## config.mk

```make
export PLATFORM = sky130hd
export DESIGN_NAME = rtci_top
export DESIGN_NICKNAME = d
export VERILOG_FILES = /design/src/hw/rtci_pkg.sv /design/src/hw/rtci_sync.sv /design/src/hw/rtci_alarm.sv /design/src/hw/rtci_top.sv
export SDC_FILE = /design/constraint.sdc
export NUM_CORES = 1
export LEC_CHECK = 0
export ABC_AREA = 0
export BUFFER_PORTS_ARGS = -buffer_cell sky130_fd_sc_hd__buf_2
export CAP_MARGIN = 20
export CORE_MARGIN = 3
export CORE_UTILIZATION = 43
export CTS_CLUSTER_SIZE = 24
export DETAILED_ROUTE_END_ITERATION = 6
export HOLD_SLACK_MARGIN = 0.1
export PLACE_DENSITY = 0.74
export SKIP_LAST_GASP = 1
export SYNTH_ARGS = -nofsm -noshare
export SYNTH_HDL_FRONTEND = slang
export SYNTH_SLANG_ARGS = --single-unit
```

## constraint.sdc

```tcl
create_clock -name core_clk -period 3.2 [get_ports core_clk]
set_input_delay 0.64 -clock core_clk [delete_from_list [all_inputs] [get_ports core_clk]]
set_output_delay 0.64 -clock core_clk [all_outputs]
set_load 0.01 [all_outputs]
```

## src/hw/rtci_pkg.sv

```systemverilog
package rtci_pkg;

    ////////////////////////////////////////////////////////////////////////////
    // register offsets, as seen on the internal register port
    localparam logic [3:0] INTERRUPT_CONTROL_OFS = 4'he;
    localparam logic [3:0] INTERRUPT_FLAGS_OFS = 4'hf;

    ////////////////////////////////////////////////////////////////////////////
    // interrupt_control field positions
    localparam int ALARM_A_ENABLE_BIT = 7;
    localparam int ALARM_B_ENABLE_BIT = 6;
    localparam int TEST_MODE_BIT = 4;
    localparam int PERIODIC_SELECT_LSB = 0;
    localparam int PERIODIC_SELECT_W = 3;

    // interrupt_flags field positions
    localparam int CLOCK_OUT_DISABLE_BIT = 6;
    localparam int OSC_HALT_FLAG_BIT = 5;
    localparam int PERIODIC_FLAG_BIT = 2;
    localparam int ALARM_A_FLAG_BIT = 1;
    localparam int ALARM_B_FLAG_BIT = 0;

    ////////////////////////////////////////////////////////////////////////////
    // values after reset, and the read value of an unmapped offset
    localparam logic [2:0] PERIODIC_SELECT_RESET = 3'h0;
    localparam logic ENABLE_RESET = 1'b0;
    localparam logic FLAG_RESET = 1'b0;
    localparam logic [7:0] READ_DATA_RESET = 8'h00;
    localparam logic [7:0] UNMAPPED_READ = 8'h00;

    ////////////////////////////////////////////////////////////////////////////
    // periodic select codes
    localparam logic [2:0] PSEL_OFF = 3'h0;
    localparam logic [2:0] PSEL_FIXED_LOW = 3'h1;
    localparam logic [2:0] PSEL_PULSE_2HZ = 3'h2;
    localparam logic [2:0] PSEL_PULSE_1HZ = 3'h3;
    localparam logic [2:0] PSEL_EVERY_SECOND = 3'h4;
    localparam logic [2:0] PSEL_EVERY_MINUTE = 3'h5;
    localparam logic [2:0] PSEL_EVERY_HOUR = 3'h6;
    localparam logic [2:0] PSEL_EVERY_MONTH = 3'h7;

    ////////////////////////////////////////////////////////////////////////////
    // crystal rates and pulse timing, in their own units
    localparam int XTAL_HZ_DEFAULT = 32768;
    localparam int XTAL_HZ_ALT = 32000;
    localparam int PULSE_LAG_US_32K768 = 92;
    localparam int PULSE_LAG_US_32K000 = 94;
    localparam int PULSE_LOW_MS_32K000 = 496;
    localparam int US_PER_S = 1000000;
    localparam int MS_PER_S = 1000;
    localparam int PHASE_W = 17;

    // bcd values that mark the top of a minute, hour and month
    localparam logic [7:0] BCD_ZERO = 8'h00;
    localparam logic [7:0] BCD_FIRST_DAY = 8'h01;

endpackage : rtci_pkg

```

## src/hw/rtci_sync.sv

```systemverilog
`timescale 1ns/1ps
module rtci_sync #(
    parameter int WIDTH = 1
) (
    input wire logic core_clk,
    input wire logic reset_n,
    input wire logic [WIDTH-1:0] async_in,
    output logic [WIDTH-1:0] sync_out
);
    import rtci_pkg::*;

    ////////////////////////////////////////////////////////////////////////////
    // first stage is only ever read by the second stage
    logic [WIDTH-1:0] meta_q;
    logic [WIDTH-1:0] sync_q;

    // two-flop synchroniser, resets to constant zero
    always_ff @(posedge core_clk or negedge reset_n) begin
        if (!reset_n) begin
            meta_q <= '0;
            sync_q <= '0;
        end else begin
            meta_q <= async_in;
            sync_q <= meta_q;
        end
    end

    assign sync_out = sync_q;

endmodule : rtci_sync

```

## src/hw/rtci_alarm.sv

```systemverilog
`timescale 1ns/1ps
module rtci_alarm (
    input wire logic core_clk,
    input wire logic reset_n,
    input wire logic sec_tick,
    input wire logic [2:0] cal_weekday,
    input wire logic [7:0] cal_hour,
    input wire logic [7:0] cal_minute,
    input wire logic [6:0] alarm_weekdays,
    input wire logic [7:0] alarm_hour,
    input wire logic [7:0] alarm_minute,
    input wire logic alarm_enable,
    input wire logic flag_clear,
    output logic alarm_flag
);
    import rtci_pkg::*;

    ////////////////////////////////////////////////////////////////////////////
    // compare; weekday code 7 maps to a zero pad bit so it never matches
    logic [7:0] day_mask;
    logic match_now;
    logic set_flag;
    logic match_seen_q;
    logic flag_q;
    logic flag_d;

    assign day_mask = {1'b0, alarm_weekdays};
    assign match_now = day_mask[cal_weekday] && (cal_hour == alarm_hour)
                       && (cal_minute == alarm_minute);
    assign set_flag = sec_tick && match_now && !match_seen_q && alarm_enable;
    // set wins over a clear in the same cycle
    assign flag_d = set_flag || (flag_q && !flag_clear);

    ////////////////////////////////////////////////////////////////////////////
    // match history is sampled at counter updates only, so a match that
    // persists for a whole minute sets the flag just once
    always_ff @(posedge core_clk or negedge reset_n) begin
        if (!reset_n) begin
            match_seen_q <= 1'b0;
            flag_q <= FLAG_RESET;
        end else begin
            if (sec_tick) begin
                match_seen_q <= match_now;
            end
            flag_q <= flag_d;
        end
    end

    assign alarm_flag = flag_q;

    ////////////////////////////////////////////////////////////////////////////
    a_alarm_flag_sets: assert property (@(posedge core_clk) disable iff (!reset_n)
        (sec_tick && match_now && !match_seen_q && alarm_enable) |=> flag_q)
        else $error("alarm flag not set on match");
    a_alarm_flag_holds: assert property (@(posedge core_clk) disable iff (!reset_n)
        (flag_q && !flag_clear) |=> flag_q)
        else $error("alarm flag dropped without clear");
    a_alarm_no_enable: assert property (@(posedge core_clk) disable iff (!reset_n)
        (!flag_q && !alarm_enable) |=> !flag_q)
        else $error("alarm flag set while disabled");

endmodule : rtci_alarm

```

## src/hw/rtci_top.sv

```systemverilog
`timescale 1ns/1ps
module rtci_top #(
    parameter int XTAL_HZ = rtci_pkg::XTAL_HZ_DEFAULT
) (
    input wire logic core_clk,
    input wire logic reset_n,
    input wire logic xtal_clk,
    input wire logic osc_halt_flag,
    input wire logic sec_tick,
    input wire logic [7:0] cal_second,
    input wire logic [7:0] cal_minute,
    input wire logic [7:0] cal_hour,
    input wire logic [2:0] cal_weekday,
    input wire logic [7:0] cal_day,
    input wire logic [6:0] alarm_a_weekdays,
    input wire logic [7:0] alarm_a_hour,
    input wire logic [7:0] alarm_a_minute,
    input wire logic [6:0] alarm_b_weekdays,
    input wire logic [7:0] alarm_b_hour,
    input wire logic [7:0] alarm_b_minute,
    input wire logic [3:0] reg_addr,
    input wire logic [7:0] reg_wdata,
    input wire logic reg_wr_en,
    input wire logic reg_rd_en,
    output logic [7:0] reg_rdata,
    output logic irq_n,
    output logic irq_n_oe,
    output logic crystal_clock_out,
    output logic crystal_clock_out_oe
);
    import rtci_pkg::*;

    ////////////////////////////////////////////////////////////////////////////
    // pulse timing in crystal cycles, derived from the crystal rate
    localparam int LAG_US = (XTAL_HZ == XTAL_HZ_ALT) ? PULSE_LAG_US_32K000 : PULSE_LAG_US_32K768;
    localparam int LAG_RAW = (LAG_US * XTAL_HZ) / US_PER_S;
    localparam int LAG_CYC = (LAG_RAW < 1) ? 1 : LAG_RAW;
    // 32000 Hz cannot split evenly on the second divider, hence 0.496 s low
    localparam int LOW_CYC = (XTAL_HZ == XTAL_HZ_ALT) ?
                             (PULSE_LOW_MS_32K000 * XTAL_HZ) / MS_PER_S : XTAL_HZ / 2;
    localparam int HIGH_CYC = XTAL_HZ - LOW_CYC;
    localparam logic [PHASE_W-1:0] P_LAG = PHASE_W'(LAG_CYC);
    localparam logic [PHASE_W-1:0] P_HALF_END = PHASE_W'(LAG_CYC + LOW_CYC);
    localparam logic [PHASE_W-1:0] P_Q1_END = PHASE_W'(LAG_CYC + LOW_CYC / 2);
    localparam logic [PHASE_W-1:0] P_Q2_END = PHASE_W'(LAG_CYC + LOW_CYC + HIGH_CYC / 2);
    localparam logic [PHASE_W-1:0] P_MAX = '1;

    // level modes are the codes with the top bit set
    function automatic logic is_level(input logic [2:0] sel);
        return sel[2];
    endfunction : is_level

    ////////////////////////////////////////////////////////////////////////////
    // register state
    logic alarm_a_enable_q;
    logic alarm_b_enable_q;
    logic test_mode_q;
    logic [2:0] periodic_select_q;
    logic clock_out_disable_q;
    logic periodic_flag_q;
    logic alarm_a_flag;
    logic alarm_b_flag;
    logic [7:0] reg_rdata_q;
    // output flops
    logic irq_n_q;
    logic irq_n_oe_q;
    logic clk_out_q;
    logic clk_out_oe_q;
    // crystal sampling and phase since last seconds tick
    logic xtal_s;
    logic xtal_prev_q;
    logic [PHASE_W-1:0] phase_q;
    logic [PHASE_W-1:0] phase_d;

    ////////////////////////////////////////////////////////////////////////////
    // register port decode
    logic ctrl_wr;
    logic flags_wr;
    logic periodic_clear;
    logic alarm_a_clear;
    logic alarm_b_clear;
    logic [7:0] control_view;
    logic [7:0] flags_view;
    logic [7:0] read_mux;

    assign ctrl_wr = reg_wr_en && (reg_addr == INTERRUPT_CONTROL_OFS);
    assign flags_wr = reg_wr_en && (reg_addr == INTERRUPT_FLAGS_OFS);
    assign periodic_clear = flags_wr && !reg_wdata[PERIODIC_FLAG_BIT];
    assign alarm_a_clear = flags_wr && !reg_wdata[ALARM_A_FLAG_BIT];
    assign alarm_b_clear = flags_wr && !reg_wdata[ALARM_B_FLAG_BIT];

    assign control_view = {alarm_a_enable_q, alarm_b_enable_q, 1'b0, test_mode_q,
                           1'b0, periodic_select_q};
    assign flags_view = {1'b0, clock_out_disable_q, osc_halt_flag, 2'b00,
                         periodic_flag_q, alarm_a_flag, alarm_b_flag};
    assign read_mux = (reg_addr == INTERRUPT_CONTROL_OFS) ? control_view :
                      (reg_addr == INTERRUPT_FLAGS_OFS) ? flags_view : UNMAPPED_READ;

    ////////////////////////////////////////////////////////////////////////////
    // control writes; the halt flag overrides any write in the same cycle
    // halt forces fields zero
    always_ff @(posedge core_clk or negedge reset_n) begin
        if (!reset_n) begin
            alarm_a_enable_q <= ENABLE_RESET;
            alarm_b_enable_q <= ENABLE_RESET;
            test_mode_q <= 1'b0;
            periodic_select_q <= PERIODIC_SELECT_RESET;
            clock_out_disable_q <= 1'b0;
        end else if (osc_halt_flag) begin
            alarm_a_enable_q <= 1'b0;
            alarm_b_enable_q <= 1'b0;
            test_mode_q <= 1'b0;
            periodic_select_q <= PSEL_OFF;
            clock_out_disable_q <= 1'b0;
        end else begin
            if (ctrl_wr) begin
                alarm_a_enable_q <= reg_wdata[ALARM_A_ENABLE_BIT];
                alarm_b_enable_q <= reg_wdata[ALARM_B_ENABLE_BIT];
                test_mode_q <= reg_wdata[TEST_MODE_BIT];
                periodic_select_q <= reg_wdata[PERIODIC_SELECT_LSB +: PERIODIC_SELECT_W];
            end
            if (flags_wr) begin
                clock_out_disable_q <= reg_wdata[CLOCK_OUT_DISABLE_BIT];
            end
        end
    end

    // read data is registered and held between reads
    always_ff @(posedge core_clk or negedge reset_n) begin
        if (!reset_n) begin
            reg_rdata_q <= READ_DATA_RESET;
        end else if (reg_rd_en) begin
            reg_rdata_q <= read_mux;
        end
    end

    ////////////////////////////////////////////////////////////////////////////
    // alarm channels
    // two identical alarm instances
    rtci_alarm u_alarm_a (
        .core_clk(core_clk),
        .reset_n(reset_n),
        .sec_tick(sec_tick),
        .cal_weekday(cal_weekday),
        .cal_hour(cal_hour),
        .cal_minute(cal_minute),
        .alarm_weekdays(alarm_a_weekdays),
        .alarm_hour(alarm_a_hour),
        .alarm_minute(alarm_a_minute),
        .alarm_enable(alarm_a_enable_q),
        .flag_clear(alarm_a_clear),
        .alarm_flag(alarm_a_flag)
    );

    rtci_alarm u_alarm_b (
        .core_clk(core_clk),
        .reset_n(reset_n),
        .sec_tick(sec_tick),
        .cal_weekday(cal_weekday),
        .cal_hour(cal_hour),
        .cal_minute(cal_minute),
        .alarm_weekdays(alarm_b_weekdays),
        .alarm_hour(alarm_b_hour),
        .alarm_minute(alarm_b_minute),
        .alarm_enable(alarm_b_enable_q),
        .flag_clear(alarm_b_clear),
        .alarm_flag(alarm_b_flag)
    );

    ////////////////////////////////////////////////////////////////////////////
    // crystal edges seen on the core clock
    rtci_sync #(.WIDTH(1)) u_xtal_sync (
        .core_clk(core_clk),
        .reset_n(reset_n),
        .async_in(xtal_clk),
        .sync_out(xtal_s)
    );

    logic xtal_rise;
    logic [PHASE_W-1:0] phase_inc;
    assign xtal_rise = xtal_s && !xtal_prev_q;
    assign phase_inc = phase_q + PHASE_W'(1);
    // phase restarts on each (trimmed) tick
    assign phase_d = sec_tick ? '0 :
                     (xtal_rise && (phase_q != P_MAX)) ? phase_inc : phase_q;

    // phase counts crystal edges; saturates if the tick ever stops
    always_ff @(posedge core_clk or negedge reset_n) begin
        if (!reset_n) begin
            xtal_prev_q <= 1'b0;
            phase_q <= '0;
        end else begin
            xtal_prev_q <= xtal_s;
            phase_q <= phase_d;
        end
    end

    ////////////////////////////////////////////////////////////////////////////
    // periodic waveform
    logic low_1hz;
    logic low_2hz;
    logic ev_minute;
    logic ev_hour;
    logic ev_month;
    logic level_event;
    logic pulse_flag;
    logic periodic_flag_d;

    assign low_1hz = (phase_q >= P_LAG) && (phase_q < P_HALF_END);
    assign low_2hz = ((phase_q >= P_LAG) && (phase_q < P_Q1_END)) ||
                     ((phase_q >= P_HALF_END) && (phase_q < P_Q2_END));

    assign ev_minute = sec_tick && (cal_second == BCD_ZERO);
    assign ev_hour = ev_minute && (cal_minute == BCD_ZERO);
    assign ev_month = ev_hour && (cal_hour == BCD_ZERO) && (cal_day == BCD_FIRST_DAY);
    assign level_event = (periodic_select_q == PSEL_EVERY_SECOND) ? sec_tick :
                         (periodic_select_q == PSEL_EVERY_MINUTE) ? ev_minute :
                         (periodic_select_q == PSEL_EVERY_HOUR) ? ev_hour :
                         (periodic_select_q == PSEL_EVERY_MONTH) ? ev_month : 1'b0;

    assign pulse_flag = (periodic_select_q == PSEL_FIXED_LOW) ? 1'b1 :
                        (periodic_select_q == PSEL_PULSE_2HZ) ? low_2hz :
                        (periodic_select_q == PSEL_PULSE_1HZ) ? low_1hz : 1'b0;
    assign periodic_flag_d = is_level(periodic_select_q) ?
                             (level_event || (periodic_flag_q && !periodic_clear)) : pulse_flag;

    // in pulse modes the flag simply mirrors the waveform
    always_ff @(posedge core_clk or negedge reset_n) begin
        if (!reset_n) begin
            periodic_flag_q <= FLAG_RESET;
        end else begin
            periodic_flag_q <= periodic_flag_d;
        end
    end

    ////////////////////////////////////////////////////////////////////////////
    // pin drivers
    logic any_source;
    assign any_source = periodic_flag_q || (alarm_a_flag && alarm_a_enable_q)
                        || (alarm_b_flag && alarm_b_enable_q);

    // open-drain interrupt: enable high while pulling low
    // active source drives pin low
    always_ff @(posedge core_clk or negedge reset_n) begin
        if (!reset_n) begin
            irq_n_q <= 1'b1;
            irq_n_oe_q <= 1'b0;
        end else begin
            irq_n_q <= !any_source;
            irq_n_oe_q <= any_source;
        end
    end

    // raw crystal, trimming never touches it
    always_ff @(posedge core_clk or negedge reset_n) begin
        if (!reset_n) begin
            clk_out_q <= 1'b0;
            clk_out_oe_q <= 1'b1;
        end else begin
            clk_out_q <= xtal_s;
            clk_out_oe_q <= !clock_out_disable_q;
        end
    end

    assign reg_rdata = reg_rdata_q;
    assign irq_n = irq_n_q;
    assign irq_n_oe = irq_n_oe_q;
    assign crystal_clock_out = clk_out_q;
    assign crystal_clock_out_oe = clk_out_oe_q;

    ////////////////////////////////////////////////////////////////////////////
    // checks
    a_irq_asserts: assert property (@(posedge core_clk) disable iff (!reset_n)
        any_source |=> (!irq_n && irq_n_oe))
        else $error("interrupt pin not pulled low");
    a_irq_releases: assert property (@(posedge core_clk) disable iff (!reset_n)
        !any_source |=> (irq_n && !irq_n_oe))
        else $error("interrupt pin not released");
    a_halt_forces: assert property (@(posedge core_clk) disable iff (!reset_n)
        osc_halt_flag |=> (periodic_select_q == PSEL_OFF && !alarm_a_enable_q
                           && !alarm_b_enable_q && !clock_out_disable_q && !test_mode_q))
        else $error("halt did not clear control fields");
    a_select_off: assert property (@(posedge core_clk) disable iff (!reset_n)
        (periodic_select_q == PSEL_OFF) |=> !periodic_flag_q)
        else $error("periodic flag set with select off");
    a_fixed_low: assert property (@(posedge core_clk) disable iff (!reset_n)
        (periodic_select_q == PSEL_FIXED_LOW) |=> ##1 !irq_n)
        else $error("fixed low code did not hold pin low");
    a_level_set: assert property (@(posedge core_clk) disable iff (!reset_n)
        (is_level(periodic_select_q) && level_event) |=> periodic_flag_q ##1 !irq_n)
        else $error("level event did not assert interrupt");
    a_level_clear: assert property (@(posedge core_clk) disable iff (!reset_n)
        (is_level(periodic_select_q) && periodic_clear && !level_event) |=> !periodic_flag_q)
        else $error("periodic flag not cleared");
    a_pulse_lag: assert property (@(posedge core_clk) disable iff (!reset_n)
        (sec_tick && periodic_select_q == PSEL_PULSE_1HZ && !ctrl_wr && !osc_halt_flag)
        |=> !periodic_flag_q)
        else $error("pulse fell without lag");
    a_clkout_gate: assert property (@(posedge core_clk) disable iff (!reset_n)
        clock_out_disable_q |=> !crystal_clock_out_oe)
        else $error("clock out driven while disabled");
    a_clkout_raw: assert property (@(posedge core_clk) disable iff (!reset_n)
        ##1 (crystal_clock_out == $past(xtal_s)))
        else $error("clock out does not follow crystal");

endmodule : rtci_top

```

==> results of run 1 <==
[cell families after synthesis]
kind of cell / count (synthesis) / synth area share
adder cells (fa/ha/maj): 2 / 0.0103
multiplexers: 7 / 0.0422
AO/OA/AOI/OAI: 44 / 0.108
buffers and inverters: 20 / 0.0334
other: 1 / 0.00154
XOR/XNOR: 44 / 0.158
AND/OR/NAND/NOR: 104 / 0.213
flip-flops: 42 / 0.433
[routing by layer]
layer | up-vias | wire [µm] | track usage
li1 | 1147 | - | -
met1 | 1081 | 2510 | 0.240
met2 | 100 | 3140 | 0.346
met3 | 10 | 463 | 0.0510
met4 | 0 | 162 | 0.0861
met5 | - | 0 | 0
[power breakdown]
| group | internal, µW | total, µW | switching (µW) |
|---|---|---|---|
| Combinational | 84.9 | 171 | 86.6 |
| Clock | 233 | 415 | 182 |
| Sequential | 540 | 546 | 6.43 |
[synth_stat cells, types with 3 or more instances]
| library cell | instances |
|---|---|
| nor3_1 | 5 |
| inv_1 | 9 |
| a22oi_1 | 4 |
| nand3_1 | 19 |
| and3_1 | 3 |
| xnor2_1 | 13 |
| or3_1 | 3 |
| dfrtp_1 | 40 |
| xor2_1 | 31 |
| clkbuf_1 | 8 |
| nor2_1 | 23 |
| nand4_1 | 11 |
| mux2i_1 | 5 |
| nand2_1 | 21 |
| a21oi_1 | 18 |
| nor4_1 | 13 |
| o21ai_0 | 12 |
[critical path, stage by stage, from the launching register on]
cell	delay, ps
dfrtp_1	450
and4_1	280
nand4_1	190
nor3_1	250
ha_1	190
nor3b_1	50
buf_4	160
and4_1	270
nand4_1	120
xor2_1	150
nor2_1	60
[cell usage in the layout, fill, tap and decap left out, types with 3 or more instances in the layout]
cell type / instances
nand3_1: 19
nand2_1: 21
mux2i_1: 5
nor4_1: 13
xnor2_1: 13
or3_1: 3
a22oi_1: 4
inv_1: 9
nor2_1: 23
a21oi_1: 18
buf_2: 108
nand4_1: 11
dfrtp_1: 40
and3_1: 3
clkbuf_8: 5
xor2_1: 31
o21ai_0: 12
nor3_1: 5
[per-stage QoR]
step	cell area [µm²]	setup WS (ps)	std cells	hold WS (ps)	total power [µW]
6_report	3140	906	441	353	1130
5_1_grt	3140	675	441	360	1180
4_1_cts	3140	905	441	356	1150
3_5_place_dp	3030	913	433	339	730
3_3_place_gp	3030	905	433	336	726
2_1_floorplan	2430	1090	264	331	627
[area by class of cell]
type	count	area, µm²
clock buffers	6	72.6
clock inverters	2	37.5
fillers	466	2160
inverters	9	33.8
multi-input cells	202	1300
flip-flops and latches	42	1050
well taps	70	87.6
repair buffers	110	556
[path summary, 6_finish.rpt]
check | start | depth (start not counted) | slack, ps | to
worst max-delay path | phase_q[6]$_DFFE_PN0P_ | 10 | 910 | phase_q[14]$_DFFE_PN0P_
worst min-delay path | u_xtal_sync.meta_q$_DFF_PN0_ | 0 | 350 | u_xtal_sync.sync_out$_DFF_PN0_
worst max register to register | phase_q[6]$_DFFE_PN0P_ | 10 | 910 | phase_q[14]$_DFFE_PN0P_
worst min register to register | u_xtal_sync.meta_q$_DFF_PN0_ | 0 | 350 | u_xtal_sync.sync_out$_DFF_PN0_
max in group asynchronous | reset_n | 1 | 2150 | reg_rdata[7]$_DFFE_PN0P_
min in group asynchronous | reset_n | 1 | 470 | phase_q[9]$_DFFE_PN0P_
[sequential cells by signal, indices dropped and copies added, names as in the netlist]
| signal | cells |
|---|---|
| alarm_a_enable_q | 1 |
| alarm_b_enable_q | 1 |
| clock_out_disable_q | 1 |
| crystal_clock_out | 1 |
| crystal_clock_out_oe | 1 |
| irq_n | 1 |
| irq_n_oe | 1 |
| periodic_flag_q | 1 |
| periodic_select_q | 3 |
| phase_q | 17 |
| reg_rdata | 7 |
| test_mode_q | 1 |
| u_alarm_a.alarm_flag | 1 |
| u_alarm_a.match_seen_q | 1 |
| u_alarm_b.alarm_flag | 1 |
| u_alarm_b.match_seen_q | 1 |
| u_xtal_sync.meta_q | 1 |
| u_xtal_sync.sync_out | 1 |
==> qor.yml, run 1 <==
status:
  status: "finished, final reports clean"
die:
  rows: 26
  start_util: 0.459
  num_io_pins: 112
  die_h_um: 81.2
  die-area_um2: 6600
  die_w_um: 81.2
  coreArea_um2: 5300
logic_synthesis:
  ys_async_sr_fraction: 1.00
  ys_seq_elements: 42
  yosys.area.top_type_share: 0.412
  ys.flop_type: "dfrtp_1"
  yosysTopAreaCell: "dfrtp_1"
  synth_cells: 264
  avgSynthCellArea_um2: 9.21
  synth_top_cells_by_area: "dfrtp_1 (41%), xor2_1 (11%), xnor2_1 (4.7%)"
  syn_nets: 366
  synth.cell_area_um2: 2430
  synth_cell_types: 35
  synth_warnings: 0
  synth_edf_count: 0
  yosysSeqAreaShare: 0.433
worst_hold_path:
  hold_class: "reg2reg"
drt:
  vias_per_cell: 5.30
  dr.pass1.iters: 4
  num_vias: 2338
  routed_wirelength_um: 6280
  wire_per_inst_um: 14.2
  drt-initial-drc-count: 75
  drc: 0
  postRouteAntennaNets: 0
critical_path:
  end_kind: "flip-flop"
  worstSetupStartpointType: "flip-flop"
  cp.arrival_ps: 2470
  worstPathMaxFanout: 10
  cp.required_ps: 3370
  path_class: "reg2reg"
global_routing:
  antenna_found_initial: 0
  grt_pass1_vias: 2228
  grt.total_usage: 0.202
  grt_pass1_wl_um: 10100
  gr-total-overflow: 0
  grt_max_degree: 43
layout:
  syn_to_final_growth_pct: 29.0
  n_antenna_cell: 0
  nets: 472
  utilization: 0.592
  drive_above_1_share: 0.321
power_and_ir_drop:
  p_leak_uw: 0.00146
  powerDensity_nw_per_um2: 361
  ir_drop_v: 0.000173
sta:
  fin_skew_ps: 6.85
  rsz0062_at_grt: "false"
  tightest_slew_ps: 923
  period_share: 0.717
  hold_violations: 0
  timing.fmax_ghz: 0.436
  timing.final.crit_period_ps: 2290
  max-slew-margin-rel: 0.385
  setup_viol: 0
  slew_viol_final: 0
  final.setup.tns_ps: 0
place:
  place_congestion: 0.866
  portBuffers: 108
  dp_hpwl_um: 5080
clock_network:
  postCtsSetupBuffers: 0
  insertion_delay_ps: 300
  path_clk_slew_ps: 80
  clock-sinks: 42
  cts_hold_buf: 0
  cts_resized: 0
  clockBufferDepth: 2
  cts_root_buffer: "clkbuf_8"
  cts_tree: "built"
  cts_max_level: 2
  numCtsBuffers: 5
flow_run:
  max_cap_viol_count: 0
(Power assumes the default switching activity.)
==> inputs of run 2 (changes only) <==
--- a/config.mk
+++ b/config.mk
@@ -5,7 +5,7 @@
 export SDC_FILE = /design/constraint.sdc
 export NUM_CORES = 1
 export LEC_CHECK = 0
-export ABC_AREA = 0
+export ABC_AREA = 1
 export BUFFER_PORTS_ARGS = -buffer_cell sky130_fd_sc_hd__buf_2
 export CAP_MARGIN = 20
 export CORE_MARGIN = 3
==> constraint.sdc (replaced) <==
create_clock -name core_clk -period 2.1 [get_ports core_clk]
set_input_delay 0.42 -clock core_clk [delete_from_list [all_inputs] [get_ports core_clk]]
set_output_delay 0.42 -clock core_clk [all_outputs]
set_load 0.01 [all_outputs]
==> qor.yml, run 2 <==
status:
  status: "finished, final reports clean"
logic_synthesis:
  synth_common_cells: "nand2_1 (139), inv_1 (82), nor2_1 (78)"
  avgSynthCellArea_um2: 6.30
  synth_cell_types: 34
  synth_warnings: 0
  ys.flop_type: "dfrtp_1"
  yosys.area.top_type_share: 0.334
  synth_cells: 475
  synth.cell_area_um2: 2990
  yosysSeqAreaShare: 0.352
  syn_nets: 577
  yosysTopAreaCell: "dfrtp_1"
  ys_async_sr_fraction: 1.00
  synth_edf_count: 0
  ys_seq_elements: 42
  yosysMostFrequentCell: "nand2_1"
  synth_top_cells_by_area: "dfrtp_1 (33%), nand2_1 (17%), inv_1 (10%)"
power_and_ir_drop:
  combPwrFrac: 0.199
  p_leak_uw: 0.00225
  p_sw_uw: 505
  p_seq_frac: 0.458
  p_int_uw: 1350
  power_frac_clock: 0.343
  powerDensity_nw_per_um2: 466
  swShare: 0.272
  ir_drop_v: 0.000293
layout:
  n_fill_cell: 639
  registers.top_by_ff_count: "phase_q"
  multi_input_area_um2: 1660
  largest_reg_flops: 17
  seqCellArea_um2: 1050
  syn_to_final_growth_pct: 33.1
  drive_above_1_share: 0.281
  final_common_cell: "nand2_1"
  nets: 713
  layout.cells.non_filler: 689
  layout_common_cells: "nand2_1 (136), buf_2 (108), inv_1 (80)"
  n_antenna_cell: 0
drt:
  dr.pass1.iters: 5
  postRouteAntennaNets: 0
  routed_wirelength_um: 8060
  num_vias: 3313
  drt-initial-drc-count: 117
  wl_met2_um: 3880
  vias_per_cell: 4.81
  wl_met3_um: 431
  drc: 0
  routed.top_layer: "met4"
  wirelength_met1_um: 3620
  wire_per_inst_um: 11.7
clock_network:
  cts_root_buffer: "clkbuf_8"
  clockBufferDepth: 2
  cts_tree: "built"
  cts_max_level: 2
  insertion_delay_ps: 290
  clock-sinks: 42
  numCtsBuffers: 5
  path_clk_slew_ps: 80
global_routing:
  gr-total-overflow: 0
  grt_pass1_vias: 3042
  antenna_found_initial: 0
  grt_max_degree: 24
  grt_pass1_wl_um: 13200
  grt.total_usage: 0.208
die:
  coreArea_um2: 6530
  die-area_um2: 8000
  die_h_um: 89.4
  die_w_um: 89.4
  start_util: 0.458
  num_io_pins: 112
  rows: 29
critical_path:
  path_class: "reg2reg"
  worstSetupStartpointType: "flip-flop"
  end_kind: "flip-flop"
  cp.arrival_ps: 2140
  cp.required_ps: 2280
  worstPathMaxFanout: 4
worst_hold_path:
  hold_class: "in2reg"
sta:
  hold_violations: 0
  slew_viol_final: 0
  setup_viol: 0
  rsz0062_at_grt: "false"
  timing.fmax_ghz: 0.510
  fin_skew_ps: 5.80
  hold_slack_ps: 232
  timing.final.crit_period_ps: 1960
  period_share: 0.933
flow_run:
  max_cap_viol_count: 0
place:
  place_congestion: 0.893
  dp_hpwl_um: 6650
  portBuffers: 108
  placed_cells: 677
==> run 2: cell types whose count changed after synthesis, sizes merged, moves of 4 or more <==
| cell | change |
|---|---|
| xnor2 | -8 |
| clkbuf | -6 |
| xor2 | -27 |
| nand3 | +18 |
| nand2 | +121 |
| a22oi | -4 |
| nand4 | -5 |
| nor4 | -13 |
| nor2 | +60 |
| mux2i | -5 |
| inv | +75 |
| o21ai | +16 |
| a21oi | -4 |
==> run 2: cell type report <==
type / count / share of cell area
clock buffer: 6 / 0.0182
inverter: 85 / 0.0801
timing repair buffer: 134 / 0.188
multi-input combinational: 343 / 0.415
clock inverter: 2 / 0.00942
sequential: 42 / 0.264
tap: 77 / 0.0242
==> run 2: repair_timing <==
item                                   CTS  global route
setup buffers                            2             2
hold buffers                             1             0
setup endpoints to repair               11            16
gates resized for setup                 12             7
endpoints found under the hold margin   17             0
pin swaps                               10             5
==> run 2: cell families after synthesis <==
kind of cell / count (synthesis) / synth area share
flops: 42 / 0.352
buf+inv: 90 / 0.117
xor+xnor: 9 / 0.0263
other cells: 1 / 0.00125
simple gates: 281 / 0.409
compound gates: 50 / 0.0861
fa+ha+maj: 2 / 0.00836
==> run 2: worst max-delay path, stage by stage, from the launching register on <==
cell     delay, ps
dfrtp_1        360
ha_2           190
nand3_2         90
nor2_4         120
nand3_2        100
nor4b_4        210
ha_2           260
inv_2           50
nand2_4         80
nand2_4         60
nand2_2        100
o21ai_1         60
nor3b_2        150
==> run 2: power groups by stage <==
stage,clock network [µW],logic [µW],registers (µW)
final,638,369,850
after global routing,684,421,853
after CTS,644,369,850
after detailed placement,0,363,865
after global placement,0,356,864
after floorplan,0,166,868
==> run 2: path summary, 6_finish.rpt <==
check | startpoint | to | slack [ps] | cells past startpoint
worst max-delay path | phase_q[0]$_DFFE_PN0P_ | phase_q[10]$_DFFE_PN0P_ | 140 | 12
worst min-delay path | xtal_clk | u_xtal_sync.meta_q$_DFF_PN0_ | 230 | 1
worst max register to register | phase_q[0]$_DFFE_PN0P_ | phase_q[10]$_DFFE_PN0P_ | 140 | 12
worst min register to register | u_xtal_sync.meta_q$_DFF_PN0_ | u_xtal_sync.sync_out$_DFF_PN0_ | 370 | 0
max in group asynchronous | reset_n | phase_q[15]$_DFFE_PN0P_ | 1010 | 3
min in group asynchronous | reset_n | phase_q[7]$_DFFE_PN0P_ | 600 | 2
==> run 2: layer usage <==
| layer | vias to the layer above | track usage |
|---|---|---|
| met3 | 16 | 0.0323 |
| met2 | 102 | 0.358 |
| li1 | 1735 | - |
| met4 | 0 | 0.0514 |
| met5 | - | 0 |
| met1 | 1460 | 0.272 |
==> run 2: through the flow <==
| stage | worst slack, ps | utilization | TNS, ps | area (µm²) | power [µW] |
|---|---|---|---|---|---|
| 3_3_place_gp | -25.7 | 0.578 | -49.6 | 3780 | 1220 |
| 6_report | 141 | 0.610 | 0 | 3990 | 1860 |
| 3_5_place_dp | -72.9 | 0.578 | -242 | 3780 | 1230 |
| 2_1_floorplan | 9.35 | - | 0 | 2990 | 1030 |
| 4_1_cts | 19.4 | 0.602 | 0 | 3940 | 1860 |
| 5_1_grt | 21.8 | 0.610 | 0 | 3990 | 1960 |
